$ cat src/design/gplc_map.svh
// register offsets, field positions, reset values and timing counts
// Functional notes
// - set led_select bit turns shared pin into LED output; pin 0 is bit 28, reset zero.
// - polarity one: high pin level sets that pin's interrupt status bit.
// - polarity zero: low pin level sets that pin's interrupt status bit.
// - pin interrupt reaches host interrupt only when its enable bit is set.
// - active level must last over 40 ns before counting as interrupt source; a level seen at a single 50 ns clock sample already counts.
// - three-bit select picks config memory pin functions; 010 and 100 reserved.
// - drive type bit set is push/pull, clear is open-drain; pin 0 bit 16.
// - direction bit set makes pin output, clear makes input; pin 0 bit 8.
// - output-only bits 3 and 4 drive output pins 3 and 4.
// - output pin drives last written data bit; pin 0 is bit 0.
// - reading data bits 2:0 returns sampled pin levels, not stored values.
`ifndef GPLC_MAP_SVH
`define GPLC_MAP_SVH
`define GPLC_CFG_OFFSET     12'h088
`define GPLC_IRQ_STS_OFFSET 12'h0a0
`define GPLC_IRQ_EN_OFFSET  12'h0a4
`define GPLC_LED_LSB        28
`define GPLC_POL_LSB        24
`define GPLC_FUNC_LSB       20
`define GPLC_BUF_LSB        16
`define GPLC_DIR_LSB        8
`define GPLC_GPO_LSB        3
`define GPLC_DATA_LSB       0
`define GPLC_CFG_WMASK      32'h7777071f
`define GPLC_CFG_RESET      32'h00000000
`define GPLC_MIN_PULSE_NS   40
`define GPLC_CLK_PERIOD_NS  50
`endif

$ cat src/design/gplc_pkg.sv
// types for the pin configuration block
package gplc_pkg;
    typedef enum logic [2:0] {
        GPLC_FN_MEM     = 3'h0,
        GPLC_FN_GPO_GPO = 3'h1,
        GPLC_FN_RSV2    = 3'h2,
        GPLC_FN_GPO_RXV = 3'h3,
        GPLC_FN_RSV4    = 3'h4,
        GPLC_FN_TXE_GPO = 3'h5,
        GPLC_FN_TXE_RXV = 3'h6,
        GPLC_FN_CLKS    = 3'h7
    } gplc_func_t;
    typedef enum logic [1:0] {GPLC_APB_IDLE, GPLC_APB_ACCESS} gplc_apb_t;
endpackage

$ cat src/design/gplc_level_filter.sv
// qualifies an input level that must persist before it counts
`include "gplc_map.svh"
module gplc_level_filter #(
    parameter int WIDTH = 3
) (
    input  wire logic             ref_clk,
    input  wire logic             rst,
    input  wire logic [WIDTH-1:0] levelIn,
    output logic      [WIDTH-1:0] qualified
);
    // samples needed: minimum pulse over clock period plus one, which is one sample at 40 ns and 50 ns
    localparam int HOLD = `GPLC_MIN_PULSE_NS / `GPLC_CLK_PERIOD_NS + 1;
    localparam int CW   = (HOLD > 1) ? $clog2(HOLD) : 1;
    logic [CW-1:0] runCnt_reg [WIDTH];

    always_ff @(posedge ref_clk) begin
        if (rst) begin
            qualified <= '0;
            for (int i = 0; i < WIDTH; i++) begin
                runCnt_reg[i] <= '0;
            end
        end else begin
            for (int i = 0; i < WIDTH; i++) begin
                if (!levelIn[i]) begin
                    runCnt_reg[i] <= '0;
                end else if (runCnt_reg[i] != CW'(HOLD - 1)) begin
                    runCnt_reg[i] <= runCnt_reg[i] + 1'b1;
                end
                qualified[i] <= levelIn[i] && (runCnt_reg[i] == CW'(HOLD - 1));
            end
        end
    end
endmodule

$ cat src/design/gplc_pin_config.sv
// pin configuration register, pin muxing and pin interrupts over APB
//
// Implementation choice: the APB slave port.
`include "gplc_map.svh"
module gplc_pin_config (
    input  wire logic        ref_clk,
    input  wire logic        rst,
    input  wire logic        psel,
    input  wire logic        penable,
    input  wire logic        pwrite,
    input  wire logic [11:0] paddr,
    input  wire logic [31:0] pwdata,
    output logic      [31:0] prdata,
    output logic             pready,
    output logic             pslverr,
    input  wire logic [2:0]  gpioIn,
    output logic      [2:0]  gpioOut,
    output logic      [2:0]  gpioOe,
    input  wire logic [2:0]  ledState,
    input  wire logic        cfgmemDataOut,
    input  wire logic        cfgmemDataOe,
    input  wire logic        cfgmemClkOut,
    output logic             cfgmemDataIn,
    input  wire logic        txEn,
    input  wire logic        txClk,
    input  wire logic        rxDv,
    input  wire logic        rxClk,
    input  wire logic        cfgmemPinIn,
    output logic             cfgmemDataPinOut,
    output logic             cfgmemDataPinOe,
    output logic             cfgmemClockPinOut,
    output logic             irq
);
    logic [31:0] cfg_reg;
    logic [2:0]  irqStatus_reg;
    logic [2:0]  irqEnable_reg;
    logic [2:0]  sample_reg;
    logic [2:0]  qualLevel;
    logic [2:0]  rawActive;
    logic        wrEn;
    logic        rdEn;
    logic        cfgHit;
    logic        stsHit;
    logic        enHit;
    logic [31:0] cfgWrite;
    logic [2:0]  ledSel;
    logic [2:0]  pol;
    logic [2:0]  bufType;
    logic [2:0]  dir;
    logic [1:0]  gpoVal;
    logic [2:0]  dataVal;
    gplc_pkg::gplc_func_t func;

    function automatic logic [2:0] field3(input logic [31:0] r, input int lsb);
        field3 = r[lsb +: 3];
    endfunction

    assign ledSel  = field3(cfg_reg, `GPLC_LED_LSB);
    assign pol     = field3(cfg_reg, `GPLC_POL_LSB);
    assign func    = gplc_pkg::gplc_func_t'(field3(cfg_reg, `GPLC_FUNC_LSB));
    assign bufType = field3(cfg_reg, `GPLC_BUF_LSB);
    assign dir     = field3(cfg_reg, `GPLC_DIR_LSB);
    assign gpoVal  = cfg_reg[`GPLC_GPO_LSB +: 2];
    assign dataVal = field3(cfg_reg, `GPLC_DATA_LSB);

    // apb: one wait-free access phase
    assign wrEn   = psel && penable && pwrite;
    assign rdEn   = psel && penable && !pwrite;
    assign cfgHit = (paddr == `GPLC_CFG_OFFSET);
    assign stsHit = (paddr == `GPLC_IRQ_STS_OFFSET);
    assign enHit  = (paddr == `GPLC_IRQ_EN_OFFSET);
    assign cfgWrite = pwdata & `GPLC_CFG_WMASK;

    always_ff @(posedge ref_clk) begin
        if (rst) begin
            pready  <= 1'b0;
            pslverr <= 1'b0;
        end else begin
            pready  <= psel && !penable;
            pslverr <= psel && !penable && !(cfgHit || stsHit || enHit);
        end
    end

    always_ff @(posedge ref_clk) begin
        if (rst) begin
            cfg_reg <= `GPLC_CFG_RESET;
        end else if (wrEn && pready && cfgHit) begin
            cfg_reg <= cfgWrite;
        end
    end

    always_ff @(posedge ref_clk) begin
        if (rst) begin
            irqEnable_reg <= 3'h0;
        end else if (wrEn && pready && enHit) begin
            irqEnable_reg <= pwdata[2:0];
        end
    end

    always_ff @(posedge ref_clk) begin
        if (rst) begin
            // idle level of pulled-up pins, so no false low event after reset
            sample_reg <= 3'h7;
        end else begin
            sample_reg <= gpioIn;
        end
    end

    gplc_level_filter #(.WIDTH(3)) u_filter (
        .ref_clk   (ref_clk),
        .rst       (rst),
        .levelIn   (rawActive),
        .qualified (qualLevel)
    );

    assign rawActive = ~(sample_reg ^ pol);

    // status set wins over read clear
    always_ff @(posedge ref_clk) begin
        if (rst) begin
            irqStatus_reg <= 3'h0;
        end else if (rdEn && pready && stsHit) begin
            // clear only what the read reported
            irqStatus_reg <= (irqStatus_reg & ~prdata[2:0]) | qualLevel;
        end else begin
            irqStatus_reg <= irqStatus_reg | qualLevel;
        end
    end

    always_ff @(posedge ref_clk) begin
        if (rst) begin
            irq <= 1'b0;
        end else begin
            irq <= |(irqStatus_reg & irqEnable_reg);
        end
    end

    always_ff @(posedge ref_clk) begin
        if (rst) begin
            prdata <= 32'h0;
        end else if (psel && !penable) begin
            if (pwrite) begin
                prdata <= 32'h0;
            end else if (cfgHit) begin
                prdata <= {cfg_reg[31:3], sample_reg} & `GPLC_CFG_WMASK;
            end else if (stsHit) begin
                prdata <= {29'h0, irqStatus_reg};
            end else if (enHit) begin
                prdata <= {29'h0, irqEnable_reg};
            end else begin
                prdata <= 32'h0;
            end
        end
    end

    // shared pins: led duty, else gpio with direction and drive type
    always_ff @(posedge ref_clk) begin
        if (rst) begin
            gpioOut <= 3'h0;
            gpioOe  <= 3'h0;
        end else begin
            for (int i = 0; i < 3; i++) begin
                if (ledSel[i]) begin
                    gpioOut[i] <= ledState[i];
                    gpioOe[i]  <= 1'b1;
                end else if (!dir[i]) begin
                    gpioOut[i] <= 1'b0;
                    gpioOe[i]  <= 1'b0;
                end else if (bufType[i]) begin
                    gpioOut[i] <= dataVal[i];
                    gpioOe[i]  <= 1'b1;
                end else begin
                    gpioOut[i] <= 1'b0;
                    gpioOe[i]  <= !dataVal[i];
                end
            end
        end
    end

    // config memory pin remap; reserved codes release the data pin and drive the clock pin low
    always_ff @(posedge ref_clk) begin
        if (rst) begin
            cfgmemDataPinOut  <= 1'b0;
            cfgmemDataPinOe   <= 1'b0;
            cfgmemClockPinOut <= 1'b0;
            cfgmemDataIn      <= 1'b0;
        end else begin
            cfgmemDataIn <= cfgmemPinIn;
            case (func)
                gplc_pkg::GPLC_FN_MEM: begin
                    cfgmemDataPinOut  <= cfgmemDataOut;
                    cfgmemDataPinOe   <= cfgmemDataOe;
                    cfgmemClockPinOut <= cfgmemClkOut;
                end
                gplc_pkg::GPLC_FN_GPO_GPO: begin
                    cfgmemDataPinOut  <= gpoVal[0];
                    cfgmemDataPinOe   <= 1'b1;
                    cfgmemClockPinOut <= gpoVal[1];
                end
                gplc_pkg::GPLC_FN_GPO_RXV: begin
                    cfgmemDataPinOut  <= gpoVal[0];
                    cfgmemDataPinOe   <= 1'b1;
                    cfgmemClockPinOut <= rxDv;
                end
                gplc_pkg::GPLC_FN_TXE_GPO: begin
                    cfgmemDataPinOut  <= txEn;
                    cfgmemDataPinOe   <= 1'b1;
                    cfgmemClockPinOut <= gpoVal[1];
                end
                gplc_pkg::GPLC_FN_TXE_RXV: begin
                    cfgmemDataPinOut  <= txEn;
                    cfgmemDataPinOe   <= 1'b1;
                    cfgmemClockPinOut <= rxDv;
                end
                gplc_pkg::GPLC_FN_CLKS: begin
                    cfgmemDataPinOut  <= txClk;
                    cfgmemDataPinOe   <= 1'b1;
                    cfgmemClockPinOut <= rxClk;
                end
                default: begin
                    cfgmemDataPinOut  <= 1'b0;
                    cfgmemDataPinOe   <= 1'b0;
                    cfgmemClockPinOut <= 1'b0;
                end
            endcase
        end
    end
endmodule

$ cat config.mk
export PLATFORM = sky130hd
export DESIGN_NAME = gplc_pin_config
export DESIGN_NICKNAME = d
export VERILOG_FILES = /design/src/design/gplc_pkg.sv /design/src/design/gplc_level_filter.sv /design/src/design/gplc_pin_config.sv
export VERILOG_INCLUDE_DIRS = /design/src /design/src/design
export SDC_FILE = /design/constraint.sdc
export NUM_CORES = 1
export LEC_CHECK = 0
export ABC_AREA = 1
export BUFFER_PORTS_ARGS = -buffer_cell sky130_fd_sc_hd__buf_2
export CAP_MARGIN = 20
export CORE_AREA = 2 2 94 96
export CTS_CLUSTER_SIZE = 8
export DETAILED_ROUTE_END_ITERATION = 10
export DIE_AREA = 0 0 96 98
export MAX_ROUTING_LAYER = met4
export SLEW_MARGIN = 40
export SYNTH_ARGS = -nofsm -noshare
export SYNTH_HDL_FRONTEND = slang
export SYNTH_HIERARCHICAL = 1
export SYNTH_SLANG_ARGS = --single-unit
$ cat constraint.sdc
create_clock -name ref_clk -period 1.3 [get_ports ref_clk]
set_clock_uncertainty 0.1 [all_clocks]
set_input_delay 0 -clock ref_clk [delete_from_list [all_inputs] [get_ports ref_clk]]
set_output_delay 0 -clock ref_clk [all_outputs]
set_load 0.05 [all_outputs]
==> reports/qor.csv <==
stage;metric;value;unit
outcome;run status;finished, violations left;
outcome;failing checks;setup timing;
critical_path;Setup crit start kind;flop;
final_layout;nets;551;
synth;async set-reset flop share out of synthesis;0;%
drt;Routed Wire Length;7.34;mm
timing;max-slew violation count;0;
timing;Final WS setup;-0.0526;ns
floorplan;core area;0.00847;sq mm
worst_hold_path;HP Class;in2reg;
timing;final hold vios;0;
synth;Synth top cells by count;65 x dfxtp_1, 60 x nand2_1, 44 x a21oi_1, 40 x inv_1, 22 x o21ai_0;
floorplan;Die W;96;um
clock_network;CTS tree;yes;
grt;grt ovf;0;
timing;total negative slack;-0.0526;ns
grt;number of global-route vias before repair;2447;
place;Post-DP Area;0.00345;sq mm
clock_network;Max H-tree Level;3;
critical_path;CP Capture Type;flop;
drt;routed len/inst;12.2;um
synth;Yosys top cell area share;45.9;%
critical_path;WP data required;1.45;ns
power_and_ir_drop;leakage;1.80;nW
synth;top area cells in the synthesized netlist;dfxtp_1 46%, nand2_1 7.9%, a21oi_1 7.8%, inv_1 5.3%, o21ai_0 3.9%;
floorplan;I/O pin total;108;
drt;DRT iter0 DRCs;71;
synth;Synth Flop Type;dfxtp_1;
timing;number of endpoints failing setup at the final stage;1;
run;Max-cap violations;0;
drt;ANT nets after route;0;
drt;DR pass1 iterations;4;
grt;largest net degree at the start of global routing;38;
grt;antenna violations before repair;0;
critical_path;worst setup path category;reg2reg;
clock_network;TritonCTS Buffers;9;
drt;DR DRC count;0;
place;post-DP HPWL;4.92;mm
place;number of port buffers;83;
final_layout;Area Growth Syn to Fin;45.6;%
clock_network;clk buf depth;2;
grt;GRT Util Overall;15.7;%
clock_network;root buffer cell;clkbuf_8;
final_layout;Finished Cell Area;0.00413;sq mm
clock_network;clock sinks;68;
synth;Distinct cells, synth;31;
timing;fin crit period;1.35;ns
timing;Final Cycle Share;104;%
floorplan;initial core utilization;33.5;%
synth;Synth Cell Area;0.00284;sq mm
synth;post-synthesis instance total;354;
synth;yosys warns;6;
floorplan;Die Ht;98;um
grt;first-pass GRT wire length;11.2;mm
power_and_ir_drop;worst vdd ir;0.456;mV
drt;Vias per Instance;4.52;
power_and_ir_drop;PwrDens;1080;mW/mm^2
synth;number of synthesized flops with an enable pin;3;
floorplan;# rows;34;
synth;Yosys reg bits;68;
place;gpl congestion;0.826;
clock_network;CTS clk-pin slew, worst paths;0.07;ns
synth;post-synth top area cell;dfxtp_1;
clock_network;clk_lat worst skew;0.34;ns
timing;Max Clk Rate;739;MHz
synth;cell with the most instances after synthesis;dfxtp_1;
critical_path;CP max FO;5;
synth;Mapped Avg Cell Area;8.02;sq um
final_layout;layout cell share with drive strength beyond 1;32.9;%
synth;sequential share of the synthesized area;49.0;%
drt;vias;2715;
final_layout;number of diodes;0;
timing;RSZ-0062 raised after global routing;true;
critical_path;CP arrival;1.50;ns
floorplan;Die ar.;0.00941;sq mm
## cells in the final DEF, fill, tap and decap left out, types with 2 or more instances in the layout
cell / n
nand2_2: 12
a21oi_2: 13
bufinv_16: 2
dlygate4sd3_1: 35
o21ai_2: 5
clkbuf_16: 3
dfxtp_1: 64
nand2_1: 59
nor2_2: 2
nand3_1: 16
a21oi_1: 41
clkinv_2: 2
nor2_1: 16
inv_2: 2
o21ai_0: 12
edfxtp_1: 3
inv_1: 40
buf_2: 83
conb_1: 15
nor2_4: 4
buf_4: 12
or2_2: 3
clkbuf_1: 2
nand4_1: 4
a41oi_1: 2
xnor2_1: 3
buf_12: 3
nand3b_1: 4
clkbuf_8: 9
o21ai_1: 13
## per-layer routing
| layer | vias up | part of all wire, % | track usage, % |
|---|---|---|---|
| met4 | 0 | 1.2 | 5.05 |
| met2 | 102 | 47 | 24.3 |
| li1 | 1390 | - | - |
| met3 | 10 | 5.1 | 4.48 |
| met5 | - | 0 | - |
| met1 | 1213 | 47 | 19.8 |
## worst max-delay path: stages (launching register included)
cell and delay (ns):
dfxtp_4 0.35, nand2_2 0.06, nor2_4 0.12, nand3_4 0.15
buf_12 0.17, buf_4 0.13, a21oi_1 0.18
## final timing paths
check	from	to	slack [ns]	cells after the start
min	penable	pready	0.01	4
max	pready	cfg_reg[1]	-0.05	6
max reg2reg	pready	cfg_reg[1]	-0.05	6
min reg2reg	u_filter/runCnt_reg[2]	u_filter/qualified[2]	0.33	1
## report_power, final
group,leakage [nW],switching [mW],total [mW],internal [mW]
Sequential,0.558,0.0139,2.14,2.12
Combinational,1.14,0.258,0.443,0.185
Clock,0.108,0.799,1.88,1.08
Total,1.80,1.07,4.45,3.38
## logic make-up after synthesis
| group | share of synthesized area [%] |
|---|---|
| other | 0.265 |
| and+or+nand+nor | 21.9 |
| DFF | 49.0 |
| AOI/OAI and AO/OA | 17.0 |
| xor gates and xnor gates | 0.926 |
| buffers and inverters | 10.9 |
## area by class of cell
cell class                      count  area [sq um]
Clock inverter                      5          76.3
Sequential cell                    68          1400
Multi-Input combinational cell    231          1250
Inverter                           42           158
Timing Repair Buffer              136           991
Tap cell                          108           135
Fill cell                         844          4330
Clock buffer                       11           131
## repair_timing
item	4_1_cts	5_1_grt
endpoints found under the hold margin	46	0
endpoints found under the setup margin	0	12
hold buffers	35	0
buffers inserted	0	0
gates resized for setup	0	23
## per-stage QoR
stage	hold slack, ns	worst slack, ns	util [%]	power, mW	cells
floorplan	0.00381	-0.00440	-	2.42	367
global placement	0.0838	0.0535	40.7	2.53	547
detailed placement	0.0867	0.0367	40.7	2.53	547
CTS	0.00688	0.000734	47.3	4.48	598
global route	0.0528	-0.0526	48.8	4.63	601
finish	0.0136	-0.0526	48.8	4.46	601
(Power assumes the default switching activity.)
